$ cat src/common/sfm_consts.svh
// Constants for the serial field meter command interpreter.
// Assumes inclusion by bare name from files on the include path.
`ifndef SFM_CONSTS_SVH
`define SFM_CONSTS_SVH

// ----------------------------------------
// Characters
// ----------------------------------------
`define SFM_CH_ENQ 8'h05
`define SFM_CH_CR 8'h0d
`define SFM_CH_LF 8'h0a
`define SFM_CH_DOT 8'h2e
`define SFM_CH_ZERO 8'h30
`define SFM_CH_NINE 8'h39
`define SFM_CH_ONE 8'h31
`define SFM_CH_PLUS 8'h2b
`define SFM_CH_MINUS 8'h2d
`define SFM_CH_A 8'h41
`define SFM_CH_B 8'h42
`define SFM_CH_C 8'h43
`define SFM_CH_D 8'h44
`define SFM_CH_F 8'h46
`define SFM_CH_H 8'h48
`define SFM_CH_K 8'h4b
`define SFM_CH_L 8'h4c
`define SFM_CH_N 8'h4e
`define SFM_CH_P 8'h50
`define SFM_CH_Q 8'h51
`define SFM_CH_R 8'h52
`define SFM_CH_S 8'h53
`define SFM_CH_T 8'h54
`define SFM_CH_V 8'h56
`define SFM_CH_W 8'h57

// ----------------------------------------
// Values and register map
// ----------------------------------------
`define SFM_DAC_MID 12'h800
`define SFM_DAC_MAX 12'hfff
`define SFM_DAC_ZERO 12'h000
`define SFM_ADDR_CTRL 4'h0
`define SFM_ADDR_STAT 4'h4
`define SFM_ADDR_DAC 4'h8
`define SFM_ADDR_SEL 4'hc
`endif

$ cat src/common/sfm_pkg.sv
// Types shared by the command interpreter files.
// Assumes sfm_consts.svh sits on the include path.
package sfm_pkg;
	typedef enum logic [3:0]
	{
		SFM_IDLE = 4'b0000,
		SFM_ARG = 4'b0001,
		SFM_DEC = 4'b0010,
		SFM_LF = 4'b0011,
		SFM_BIN_HI = 4'b0100,
		SFM_BIN_LO = 4'b0101,
		SFM_FLUSH = 4'b0110
	} sfm_state_t;

	typedef enum logic [1:0]
	{
		SFM_TX_IDLE = 2'b00,
		SFM_TX_VAL = 2'b01,
		SFM_TX_CR = 2'b10,
		SFM_TX_LF = 2'b11
	} sfm_tx_state_t;
endpackage

$ cat src/hw/sfm_cmd.sv
// Command interpreter for the serial field meter in conversational mode.
// Assumes a UART delivers received bytes and takes bytes to send.
//
// Added by the designer: the placing of the registers and the AHB-Lite interface to the registers.
`timescale 1ns/1ps
`include "sfm_consts.svh"
module sfm_cmd
	import sfm_pkg::*;
#(
	parameter int NDIG = 8
)
(
	// Clock and reset
	input wire logic clk,
	input wire logic reset,
	// Received bytes
	input wire logic [7:0] rx_data,
	input wire logic rx_valid,
	// Bytes to send
	output logic [7:0] tx_data,
	output logic tx_valid,
	input wire logic tx_ready,
	// Panel and measurement
	input wire logic conv_mode,
	input wire logic local_button,
	input wire logic panel_auto,
	input wire logic panel_positive,
	input wire logic panel_tesla,
	input wire logic [2:0] panel_channel,
	input wire logic [11:0] panel_dac,
	input wire logic [NDIG*4-1:0] disp_digits,
	input wire logic [3:0] disp_point,
	input wire logic [1:0] meas_status,
	input wire logic search_locked,
	input wire logic [11:0] search_dac,
	// Configuration out
	output logic remote,
	output logic lockout,
	output logic panel_enable,
	output logic [11:0] dac_code,
	output logic auto_mode,
	output logic vernier_enable,
	output logic positive_field,
	output logic tesla_unit,
	output logic fast_display,
	output logic [2:0] mux_channel,
	output logic search_active,
	output logic syntax_error,
	// AHB-Lite
	input wire logic hsel,
	input wire logic [31:0] haddr,
	input wire logic [1:0] htrans,
	input wire logic hwrite,
	input wire logic [2:0] hsize,
	input wire logic [31:0] hwdata,
	input wire logic hready,
	output logic [31:0] hrdata,
	output logic hreadyout,
	output logic hresp
);
	typedef struct packed
	{
		sfm_state_t st;
		logic [7:0] cmd;
		logic [15:0] acc;
		logic big;
		logic had_dig;
		logic remote;
		logic lockout;
		logic [11:0] dac;
		logic auto;
		logic pos;
		logic tes;
		logic fast;
		logic [2:0] ch;
		logic search;
		logic synerr;
		logic btn_q;
	} sfm_cmd_t;

	sfm_cmd_t r;
	sfm_cmd_t next_r;
	logic send;
	logic busy;
	logic stat_rd;
	logic btn_edge;
	logic is_dig;
	logic [3:0] dval;
	logic [7:0] status_ch;
	logic blocked;

	// Status letter from the measurement state: 0 L, 1 N, 2 S, 3 W
	function automatic logic [7:0] sfm_status_letter(input logic [1:0] s);
		case (s)
			2'b00: sfm_status_letter = `SFM_CH_L;
			2'b01: sfm_status_letter = `SFM_CH_N;
			2'b10: sfm_status_letter = `SFM_CH_S;
			default: sfm_status_letter = `SFM_CH_W;
		endcase
	endfunction

	// Accumulator clipped to the DAC range
	function automatic logic [11:0] sfm_clip(input logic [15:0] v,
		input logic big);
		sfm_clip = (big || v[15:12] != 4'h0) ? `SFM_DAC_MAX : v[11:0];
	endfunction

	// ----------------------------------------
	// Parser
	// ----------------------------------------
	always_comb
	begin
		next_r = r;
		send = 1'b0;
		btn_edge = local_button && !r.btn_q;
		next_r.btn_q = local_button;
		is_dig = rx_data >= `SFM_CH_ZERO && rx_data <= `SFM_CH_NINE;
		dval = rx_data[3:0];
		blocked = r.search && (r.cmd == `SFM_CH_A || r.cmd == `SFM_CH_B
			|| r.cmd == `SFM_CH_C || r.cmd == `SFM_CH_F
			|| r.cmd == `SFM_CH_P);
		if (stat_rd)
			next_r.synerr = 1'b0;
		if (r.remote && !r.lockout && btn_edge)
			next_r.remote = 1'b0;
		if (rx_valid && conv_mode)
		begin
			case (r.st)
				SFM_IDLE:
				begin
					next_r.cmd = rx_data;
					next_r.acc = 16'h0000;
					next_r.big = 1'b0;
					next_r.had_dig = 1'b0;
					if (rx_data == `SFM_CH_ENQ)
						send = !busy;
					else if (!r.remote)
					begin
						if (rx_data == `SFM_CH_R)
						begin
							// Remote starts from what the panel showed, except the DAC, which starts at SFM_DAC_MID
							next_r.remote = 1'b1;
							next_r.dac = `SFM_DAC_MID;
							next_r.auto = panel_auto;
							next_r.pos = panel_positive;
							next_r.tes = panel_tesla;
							next_r.ch = panel_channel;
						end
						// Other messages are dropped quietly in local
					end
					else if (rx_data == `SFM_CH_L)
					begin
						next_r.remote = 1'b0;
						next_r.lockout = 1'b0;
					end
					else if (rx_data == `SFM_CH_K)
						next_r.lockout = 1'b1;
					else if (rx_data == `SFM_CH_R)
						next_r.remote = 1'b1;
					else if (rx_data == `SFM_CH_Q)
						next_r.search = 1'b0;
					else if (rx_data == `SFM_CH_B)
						next_r.st = SFM_BIN_HI;
					else if (rx_data == `SFM_CH_C
						|| rx_data == `SFM_CH_H)
						next_r.st = SFM_DEC;
					else if (rx_data == `SFM_CH_A || rx_data == `SFM_CH_F
						|| rx_data == `SFM_CH_D || rx_data == `SFM_CH_P
						|| rx_data == `SFM_CH_V)
						next_r.st = SFM_ARG;
					else
						next_r.synerr = 1'b1;
				end
				SFM_ARG:
				begin
					next_r.st = SFM_IDLE;
					if (blocked)
						next_r.st = SFM_IDLE;
					else if (r.cmd == `SFM_CH_A && rx_data[7:1] == 7'h18)
						next_r.auto = rx_data[0];
					else if (r.cmd == `SFM_CH_F && (rx_data == `SFM_CH_ZERO
						|| rx_data == `SFM_CH_MINUS))
						next_r.pos = 1'b0;
					else if (r.cmd == `SFM_CH_F && (rx_data == `SFM_CH_ONE
						|| rx_data == `SFM_CH_PLUS))
						next_r.pos = 1'b1;
					else if (r.cmd == `SFM_CH_D && rx_data[7:1] == 7'h18)
						next_r.tes = rx_data[0];
					else if (r.cmd == `SFM_CH_V && (rx_data[7:1] == 7'h18
						|| rx_data == `SFM_CH_N || rx_data == `SFM_CH_F))
						next_r.fast = rx_data == `SFM_CH_ONE
							|| rx_data == `SFM_CH_F;
					else if (r.cmd == `SFM_CH_P && rx_data >= `SFM_CH_A
						&& rx_data <= `SFM_CH_H)
						next_r.ch = rx_data[2:0] - 3'h1;
					else
						next_r.synerr = 1'b1;
				end
				SFM_DEC:
					if (is_dig)
					begin
						next_r.had_dig = 1'b1;
						next_r.acc = 16'(r.acc * 16'd10) + {12'h000, dval};
						if (r.acc > 16'd4095)
							next_r.big = 1'b1;
					end
					else if (rx_data == `SFM_CH_CR)
						next_r.st = SFM_LF;
					else
					begin
						next_r.synerr = 1'b1;
						next_r.st = SFM_FLUSH;
					end
				SFM_LF:
				begin
					next_r.st = SFM_IDLE;
					if (rx_data != `SFM_CH_LF)
						next_r.synerr = 1'b1;
					else if (blocked)
						next_r.st = SFM_IDLE;
					else if (r.cmd == `SFM_CH_C && r.had_dig)
						next_r.dac = sfm_clip(r.acc, r.big);
					else if (r.cmd == `SFM_CH_H)
					begin
						next_r.search = 1'b1;
						next_r.dac = r.had_dig ? sfm_clip(r.acc, r.big)
							: `SFM_DAC_ZERO;
					end
					else
						next_r.synerr = 1'b1;
				end
				SFM_BIN_HI:
				begin
					next_r.acc[15:8] = rx_data;
					next_r.st = SFM_BIN_LO;
				end
				SFM_BIN_LO:
				begin
					next_r.st = SFM_IDLE;
					if (!blocked)
						next_r.dac = {r.acc[11:8], rx_data};
				end
				default:
					// Skip to end of line after a bad decimal message
					if (rx_data == `SFM_CH_LF)
						next_r.st = SFM_IDLE;
			endcase
		end
		if (r.search && search_locked && !next_r.search)
			next_r.dac = search_dac;
	end

	always_ff @(posedge clk)
	begin
		if (reset)
		begin
			r <= '0;
			r.dac <= `SFM_DAC_MID;
			r.pos <= 1'b1;
		end
		else
			r <= next_r;
	end

	// ----------------------------------------
	// Outputs
	// ----------------------------------------
	// In local the panel owns the configuration except fast_display and search_active; settings are kept
	always_comb
	begin
		status_ch = sfm_status_letter(meas_status);
		remote = r.remote;
		lockout = r.lockout;
		panel_enable = !r.remote;
		dac_code = r.remote ? r.dac : panel_dac;
		auto_mode = r.remote ? r.auto : panel_auto;
		vernier_enable = !auto_mode;
		positive_field = r.remote ? r.pos : panel_positive;
		tesla_unit = r.remote ? r.tes : panel_tesla;
		fast_display = r.fast;
		mux_channel = r.remote ? r.ch : panel_channel;
		search_active = r.search;
		syntax_error = r.synerr;
	end

	sfm_reply_fmt #(
		.NDIG(NDIG)
	) u_fmt (
		.clk(clk),
		.reset(reset),
		.start(send),
		.status_ch(status_ch),
		.digits(disp_digits),
		.point_pos(disp_point),
		.tesla(tesla_unit),
		.fast(r.fast),
		.busy(busy),
		.tx_data(tx_data),
		.tx_valid(tx_valid),
		.tx_ready(tx_ready)
	);

	sfm_ahb_regs u_regs (
		.clk(clk),
		.reset(reset),
		.hsel(hsel),
		.haddr(haddr),
		.htrans(htrans),
		.hwrite(hwrite),
		.hsize(hsize),
		.hwdata(hwdata),
		.hready(hready),
		.hrdata(hrdata),
		.hreadyout(hreadyout),
		.hresp(hresp),
		.ctrl_word({24'h000000, r.fast, r.ch, r.search, r.pos, r.auto,
			r.tes}),
		.stat_word({28'h0000000, r.lockout, r.remote, r.synerr,
			r.search}),
		.dac_word({20'h00000, r.dac}),
		.sel_word({29'h0000000, r.st[2:0]}),
		.stat_rd(stat_rd)
	);
endmodule

$ cat src/hw/sfm_ahb_regs.sv
// AHB-Lite slave presenting the control, status, DAC and parser-state words to software, read-only.
// Assumes a single master, word transfers, and zero wait states.
`timescale 1ns/1ps
`include "sfm_consts.svh"
module sfm_ahb_regs
	import sfm_pkg::*;
(
	// Clock and reset
	input wire logic clk,
	input wire logic reset,
	// AHB-Lite
	input wire logic hsel,
	input wire logic [31:0] haddr,
	input wire logic [1:0] htrans,
	input wire logic hwrite,
	input wire logic [2:0] hsize,
	input wire logic [31:0] hwdata,
	input wire logic hready,
	output logic [31:0] hrdata,
	output logic hreadyout,
	output logic hresp,
	// Block state
	input wire logic [31:0] ctrl_word,
	input wire logic [31:0] stat_word,
	input wire logic [31:0] dac_word,
	input wire logic [31:0] sel_word,
	output logic stat_rd
);
	typedef struct packed
	{
		logic rd;
		logic hit;
		logic [3:0] addr;
		logic [31:0] rdata;
		logic strd;
	} sfm_ahb_t;

	sfm_ahb_t r;
	sfm_ahb_t next_r;

	// ----------------------------------------
	// Decode
	// ----------------------------------------
	always_comb
	begin
		next_r = r;
		next_r.strd = 1'b0;
		next_r.rd = hsel && hready && htrans[1] && !hwrite;
		next_r.addr = haddr[3:0];
		next_r.hit = haddr[31:4] == 28'h0000000;
		if (r.rd)
		begin
			// Unmapped words read as zero; writes are ignored
			if (!r.hit)
				next_r.rdata = 32'h0000_0000;
			else if (r.addr == `SFM_ADDR_CTRL)
				next_r.rdata = ctrl_word;
			else if (r.addr == `SFM_ADDR_STAT)
			begin
				next_r.rdata = stat_word;
				next_r.strd = 1'b1;
			end
			else if (r.addr == `SFM_ADDR_DAC)
				next_r.rdata = dac_word;
			else if (r.addr == `SFM_ADDR_SEL)
				next_r.rdata = sel_word;
			else
				next_r.rdata = 32'h0000_0000;
		end
	end

	always_ff @(posedge clk)
	begin
		if (reset)
			r <= '0;
		else
			r <= next_r;
	end

	// Read data is produced in the data phase's cycle from live state
	always_comb
	begin
		hreadyout = 1'b1;
		hresp = 1'b0;
		hrdata = next_r.rdata;
		stat_rd = next_r.strd;
	end
endmodule

$ cat src/hw/sfm_reply_fmt.sv
// Serialiser for the status letter and measured-value reply.
// Assumes the transmitter takes a byte when tx_valid and tx_ready meet.
`timescale 1ns/1ps
`include "sfm_consts.svh"
module sfm_reply_fmt
	import sfm_pkg::*;
#(
	parameter int NDIG = 8
)
(
	// Clock and reset
	input wire logic clk,
	input wire logic reset,
	// Request
	input wire logic start,
	input wire logic [7:0] status_ch,
	input wire logic [NDIG*4-1:0] digits,
	input wire logic [3:0] point_pos,
	input wire logic tesla,
	input wire logic fast,
	output logic busy,
	// Byte stream out
	output logic [7:0] tx_data,
	output logic tx_valid,
	input wire logic tx_ready
);
	typedef struct packed
	{
		sfm_tx_state_t st;
		logic [4:0] idx;
		logic lead;
		logic [7:0] data;
		logic [NDIG*4-1:0] dig;
		logic [3:0] pt;
		logic tes;
		logic fst;
		logic dot;
	} sfm_fmt_t;

	sfm_fmt_t r;
	sfm_fmt_t next_r;
	logic [3:0] cur;
	logic [4:0] last;
	logic at_pt;
	logic [7:0] digit_ch;

	// ----------------------------------------
	// Sequencer
	// ----------------------------------------
	// idx 0: status, then digits with the point after point_pos, then unit
	always_comb
	begin
		next_r = r;
		cur = r.dig[NDIG*4-1 -: 4];
		last = r.fst ? 5'(NDIG - 1) : 5'(NDIG);
		at_pt = (r.idx == 5'(r.pt)) || (r.idx == last);
		digit_ch = `SFM_CH_ZERO + {4'h0, cur};
		case (r.st)
			SFM_TX_IDLE:
				if (start)
				begin
					next_r.st = SFM_TX_VAL;
					next_r.idx = 5'h00;
					next_r.lead = 1'b1;
					next_r.dot = 1'b0;
					next_r.dig = digits;
					next_r.pt = point_pos;
					next_r.tes = tesla;
					next_r.fst = fast;
					next_r.data = status_ch;
				end
			SFM_TX_VAL:
				if (tx_ready)
				begin
					next_r.idx = r.idx + 5'h01;
					if (r.idx == last + 5'h01)
					begin
						next_r.st = SFM_TX_CR;
						next_r.data = `SFM_CH_CR;
					end
					else if (at_pt && !r.dot)
					begin
						// Point slot holds idx; forced before the unit
						next_r.data = `SFM_CH_DOT;
						next_r.idx = r.idx;
						next_r.dot = 1'b1;
						next_r.lead = 1'b0;
					end
					else if (r.idx == last)
						next_r.data = r.tes ? `SFM_CH_T : `SFM_CH_F;
					else
					begin
						next_r.dig = {r.dig[NDIG*4-5:0], 4'h0};
						// Leading zeros ahead of the last digit before the point go out as nothing
						if (r.lead && cur == 4'h0
							&& r.idx + 5'h01 < 5'(r.pt))
						begin
							next_r.data = 8'h80;
						end
						else
						begin
							next_r.data = digit_ch;
							next_r.lead = 1'b0;
						end
					end
				end
			SFM_TX_CR:
				if (tx_ready)
				begin
					next_r.st = SFM_TX_LF;
					next_r.data = `SFM_CH_LF;
				end
			default:
				if (tx_ready)
					next_r.st = SFM_TX_IDLE;
		endcase
	end

	always_ff @(posedge clk)
	begin
		if (reset)
			r <= '0;
		else
			r <= next_r;
	end

	// Suppressed zero slots (bit 7 set) are not presented to the link
	always_comb
	begin
		busy = r.st != SFM_TX_IDLE;
		tx_data = r.data;
		tx_valid = busy && !(r.st == SFM_TX_VAL && r.data[7]);
	end
endmodule

$ cat config.mk
export PLATFORM = sky130hd
export DESIGN_NAME = sfm_cmd
export DESIGN_NICKNAME = d
export VERILOG_FILES = /design/src/common/sfm_pkg.sv /design/src/hw/sfm_cmd.sv /design/src/hw/sfm_ahb_regs.sv /design/src/hw/sfm_reply_fmt.sv
export VERILOG_INCLUDE_DIRS = /design/src /design/src/common
export SDC_FILE = /design/constraint.sdc
export NUM_CORES = 1
export LEC_CHECK = 0
export ABC_AREA = 1
export ABC_CLOCK_PERIOD_IN_PS = 2380
export BUFFER_PORTS_ARGS = -buffer_cell sky130_fd_sc_hd__buf_2
export CELL_PAD_IN_SITES_DETAIL_PLACEMENT = 2
export CELL_PAD_IN_SITES_GLOBAL_PLACEMENT = 2
export CORE_UTILIZATION = 26
export DETAILED_ROUTE_END_ITERATION = 8
export GPL_TIMING_DRIVEN = 0
export PLACE_DENSITY_LB_ADDON = 0.1
export SLEW_MARGIN = 20
export SYNTH_ARGS = -nofsm -noshare
export SYNTH_HDL_FRONTEND = slang
export SYNTH_SLANG_ARGS = --single-unit
$ cat constraint.sdc
create_clock -name clk -period 2.38 [get_ports clk]
set_clock_uncertainty 0.2 [all_clocks]
set_input_delay 0.714 -clock clk [delete_from_list [all_inputs] [get_ports clk]]
set_output_delay 0.714 -clock clk [all_outputs]
set_load 0.05 [all_outputs]
## Yosys cells after proc, flatten, opt, wreduce, memory -nomap -nowiden

Index checks and enable logic that the tools add are counted.

- Register bits after elaboration: 147
- Bits of input ports: 155
- Output and inout port bits: 68
- Word-level logic and storage cells: 348

- $add $sub $neg: 5
- $mul: 1
- Magnitude comparators: 6
- Eq/ne operators: 85
- Muxes and demuxes: 128
- Bitwise operators: 6
- Reduce and logical (&&, ||, !) cells: 87

Operators by type and width:

| cell | count |
|---|---|
| $mux W32 | 6 |
| $eq A8 B7 Y1 const B | 21 |
| $mux W12 | 10 |
| $pmux W32 S2 | 1 |
| $mux W55 | 1 |
| $mux W4 | 13 |
| $ne A2 B2 Y1 const B | 26 |
| $mux W48 | 1 |
| $pmux W8 S3 | 2 |
| $mux W1 | 46 |
| $pmux W12 S3 | 1 |
| $mux W33 | 1 |
| $eq A8 B6 Y1 const B | 4 |
| $mux W8 | 4 |
| $mux W15 | 2 |
| $logic_not A28 Y1 | 1 |
| $mux W5 | 5 |
| $logic_and A1 B1 Y1 | 24 |
| $mux W23 | 1 |
| $mux W2 | 11 |
| $mux W3 | 7 |
| $ne A3 B3 Y1 const B | 7 |
| $pmux W10 S2 | 1 |
| $reduce_and A10 Y1 | 2 |
| 57 further kinds | 120 |

## Depth between registers and ports, before layout

- Word-level depth: 23
- Gate-level depth with buffers: 17
- Depth with buffers taken out: 16

## Cells and area by module

A second synthesis with hierarchy kept.

- Cells, all modules: 1,820
- Area, all modules: 11,228.3 µm²

By module, submodules not included:

| module | instances | cells an instance | area an instance (µm²) |
|---|---|---|---|
| sfm_cmd | 1 | 824 | 4,822.1 |
| sfm_ahb_regs | 1 | 566 | 3,334.4 |
| sfm_reply_fmt | 1 | 430 | 3,071.7 |

## Worst setup path before layout

No wires, ideal clock.

- Path kind: register to output
- Start: reg r (netlist bit remote)
- End: out dac_code[5]
- Arrival: 2.636 ns
- Required time: 1.466 ns
- Setup slack: -1.170 ns
- Stages on the path, launching flop included: 5
- Path buffers: 2
- Cells stage by stage: dfxtp_1 > inv_1 > clkbuf_1 > clkbuf_1 > o21ai_0

- Word-level cells in the longest chain between the ends: 1

RTL lines:

| item | RTL line | source |
|---|---|---|
| start, declared | sfm_cmd.sv:81 | `sfm_cmd_t r;` |
| start signal, assigned | sfm_cmd.sv:262 | `r <= next_r;` |
| $mux W12 | sfm_cmd.sv:275 | `dac_code = r.remote ? r.dac : panel_dac;` |
| end, declared | sfm_cmd.sv:40 | `output logic [11:0] dac_code,` |

No other way between the ends.

==> reports/metrics.json <==
{
  "postLayoutCellArea_um2": 14100,
  "final_min_period_over_clock_period": 1.22,
  "powerDensity_nw_per_um2": 602,
  "crit-reg2reg-launch": "u_regs.r[33]",
  "post_synth_mux_area_share": 0,
  "grt_first_pass_wirelength_um": 64000,
  "met2_wirelength_um": 21900,
  "placed_cells": 2128,
  "synth.cell_area_um2": 9410,
  "clock_tree.buffer_depth": 2,
  "synth_cells": 1484,
  "worst-r2r-cell-count": 19,
  "ys_seq_elements": 146,
  "maxCapViolations": 0,
  "rows": 69,
  "synth_edf_count": 0,
  "wirelength_met1_um": 19600,
  "finalMaxSlewViolations": 0,
  "synth-compound-area-share": 0.153,
  "tritoncts": "yes",
  "worst_ep_required_time_ns": 1.47,
  "gp_congestion": 0.839,
  "synth_area_per_cell_um2": 6.34,
  "finalSetupTns_ns": -6.53,
  "postSynth.topFlopCell": "sky130_fd_sc_hd__dfxtp_1",
  "clock_sink_count": 146,
  "floorplan.die.width_um": 192,
  "synthDominantCellAreaShare": 0.311,
  "worstSkewPairLatency_ns": 0.45,
  "synth_simple_gate_area_share": 0.342,
  "setup_viol": 33,
  "clock_edge_transition_at_the_registers_on_the_reported_setup_and_hold_paths_ns": 0.06,
  "gr-usage-all-layers": 0.228,
  "peakVddDrop_v": 0.000490,
  "post_dp_cell_area_um2": 11100,
  "regToRegEndpoint": "u_regs.r[5]",
  "drc": 0,
  "yosys-top-cells-area": "sky130_fd_sc_hd__dfxtp_1 31%, sky130_fd_sc_hd__nand2_1 15%, sky130_fd_sc_hd__nor2_1 8.7%",
  "wirelength_um": 44000,
  "hold_path.class": "reg -> reg",
  "floorplan.initialDensity": 0.265,
  "area_delta_synth_final_pct": 49.7,
  "critPathMaxFanout": 8,
  "detail_route.first_pass.iterations": 4,
  "critPathLaunchType": "register",
  "ant_nets": 0,
  "synthTopCellsByCount": "373 x sky130_fd_sc_hd__nand2_1, 217 x sky130_fd_sc_hd__nor2_1, 150 x sky130_fd_sc_hd__inv_1",
  "holdPathEnd": "u_regs.r[20]",
  "cts_buffers": 17,
  "final_critical_path_time_including_i_o_delays_and_setup_ns": 2.90,
  "endpoint_kind": "output port",
  "crit_arrival_ns": 1.98,
  "grt_start_max_net_pins": 17,
  "synth_most_common_cell": "sky130_fd_sc_hd__nand2_1",
  "clock_tree.htree_level_count": 4,
  "hold_path_origin": "u_regs.r[20]",
  "yosysUniqueCellTypes": 48,
  "route.met3.wl_um": 1550,
  "layout_setup_ws_ns": -0.516,
  "clockRootBuffer": "sky130_fd_sc_hd__clkbuf_16",
  "highest-signal-layer": "met5",
  "cellLeakagePower_nw": 6.26,
  "post_route_cells_drive_above_1_share": 0.345,
  "port_buffers": 183,
  "antenna-diode-count": 0,
  "die_area_um2": 37000,
  "synth_fp_nets": 1681,
  "dpl.hpwl_um": 31000,
  "violations": "negative setup slack",
  "detail_route.iter0.violations": 328,
  "chipHeight_um": 192,
  "top_level_ports": 223,
  "grt_antenna_before_repair": 1,
  "hold_viol_final": 0,
  "finalNonFillerCells": 2249,
  "asyncSetResetFlopFracSynth": 0,
  "clock.fmax_ghz": 0.345,
  "grt_remaining_overflow": 0,
  "largest_family_of_logic_cells_by_synthesized_area": "simple AND/OR/NAND/NOR gates",
  "synth_top_area_cell": "sky130_fd_sc_hd__dfxtp_1",
  "worst_slew_margin_rel": 0.425,
  "r2r_slack_ns": -0.45,
  "synth_xor_xnor_area_share": 0.00931,
  "category_of_the_most_critical_setup_path": "reg -> out",
  "post_synth_fa_ha_maj_area_fraction": 0.0574,
  "route.detailed.vias_per_inst": 4.88,
  "ys_seq_area_frac": 0.311,
  "drt-wirelength-per-cell_um": 19.6,
  "whs_path_depth": 2,
  "worst_slew_pin_slew_ns": 0.863,
  "design.core.area_um2": 35600,
  "unrepaired_setup_endpoints_after_global_routing": "true",
  "via_count": 11000,
  "grt_pass1_vias": 11500,
  "synthesis.yosys.warnings": 0,
  "run_status": "finished, violations left",
  "final_nets": 1974
}
## layout make-up
cell class | count | area (um2)
plain buffers | 83 | 678
clock buffers | 21 | 440
clock inverters | 9 | 111
fillers | 4173 | 21500
inverters | 160 | 664
multi-input cells | 1081 | 6410
flip-flops and latches | 146 | 2970
well taps | 461 | 577
repair buffers | 286 | 2220
repair inverters | 2 | 13.8
## timing repair
| item | in CTS | in global routing |
|---|---|---|
| hold buffers | 0 | 0 |
| gates cloned | 6 | 1 |
| setup endpoints to repair | 158 | 147 |
| buffers inserted | 55 | 46 |
| pin swaps | 52 | 70 |
| resized for setup | 289 | 199 |
## stage by stage
stage / util / power (mW) / setup slack [ns] / hold slack, ns
4_1_cts: 0.369 / 8.28 / -0.486 / 0.222
2_1_floorplan: - / 4.56 / -0.0963 / 0.216
3_3_place_gp: 0.313 / 5.25 / -1.02 / 0.225
6_report: 0.396 / 8.47 / -0.516 / 0.239
5_1_grt: 0.396 / 9.00 / -0.643 / 0.244
3_5_place_dp: 0.313 / 5.33 / -1.07 / 0.233
## power breakdown
group / internal, mW / leakage (nW) / switching (mW)
Clock: 1.53 / 0.263 / 1.14
Combinational: 1.12 / 4.80 / 1.81
Sequential: 2.69 / 1.20 / 0.182
## registers in the layout, summed over array words and instances (netlist names)
name / count
r: 48
u_fmt.r: 43
u_regs.r: 38
u_fmt.tx_data: 8
u_fmt.cur: 4
fast_display: 1
lockout: 1
remote: 1
search_active: 1
syntax_error: 1
## per-layer routing
layer | vias up | global-route usage
met3 | 48 | 0.0376
li1 | 5366 | -
met2 | 201 | 0.401
met4 | 2 | 0.0675
met1 | 5363 | 0.282
met5 | - | 0
## cells by family after synthesis
kind of cell,after synthesis
flip-flops,146
other,2
XOR/XNOR,10
AND/OR/NAND/NOR,769
AO/OA/AOI/OAI,258
buffers and inverters,257
adder cells (fa/ha/maj),42
## how the worst max path moves through the flow
stage                        to          from  slack [ns]  cells past startpoint
floorplan                 r[38]         r[29]        -0.1                     14
global placement    u_fmt.r[23]    rx_data[1]       -1.02                     14
detailed placement  u_fmt.r[34]    rx_data[1]       -1.07                     14
CTS                   hrdata[1]  u_regs.r[33]       -0.49                      7
global route          hrdata[1]  u_regs.r[33]       -0.64                      9
finish                hrdata[1]  u_regs.r[33]       -0.52                      9
## critical path: stages, from the launching register on
cell	delay, ns
sky130_fd_sc_hd__dfxtp_2	0.32
sky130_fd_sc_hd__inv_2	0.06
sky130_fd_sc_hd__nand2_4	0.06
sky130_fd_sc_hd__buf_6	0.12
sky130_fd_sc_hd__nor3_4	0.18
sky130_fd_sc_hd__inv_4	0.11
sky130_fd_sc_hd__o211ai_1	0.22
sky130_fd_sc_hd__o211ai_1	0.16
sky130_fd_sc_hd__nand2_1	0.15
sky130_fd_sc_hd__buf_8	0.16
## layout by cell type, fill, tap and decap left out, drive strengths merged
master / n
o21ai: 111
nor2: 226
o21bai: 1
a211oi: 4
nand2: 375
a31oi: 3
o32ai: 1
nand4: 18
o21a: 2
a22oi: 28
nor3b: 1
clkbuf: 47
o311ai: 1
o22ai: 4
or2: 4
nand3: 81
xor2: 6
a21o: 1
inv: 156
buf: 343
o221ai: 3
clkinv: 6
dfxtp: 146
nor3: 44
nand3b: 3
o22a: 1
conb: 2
o211ai: 8
and2: 9
a21oi: 89
bufinv: 2
xnor2: 4
o211a: 1
clkinvlp: 7
fa: 2
ha: 40
nor4: 8
(Power assumes the default switching activity.)
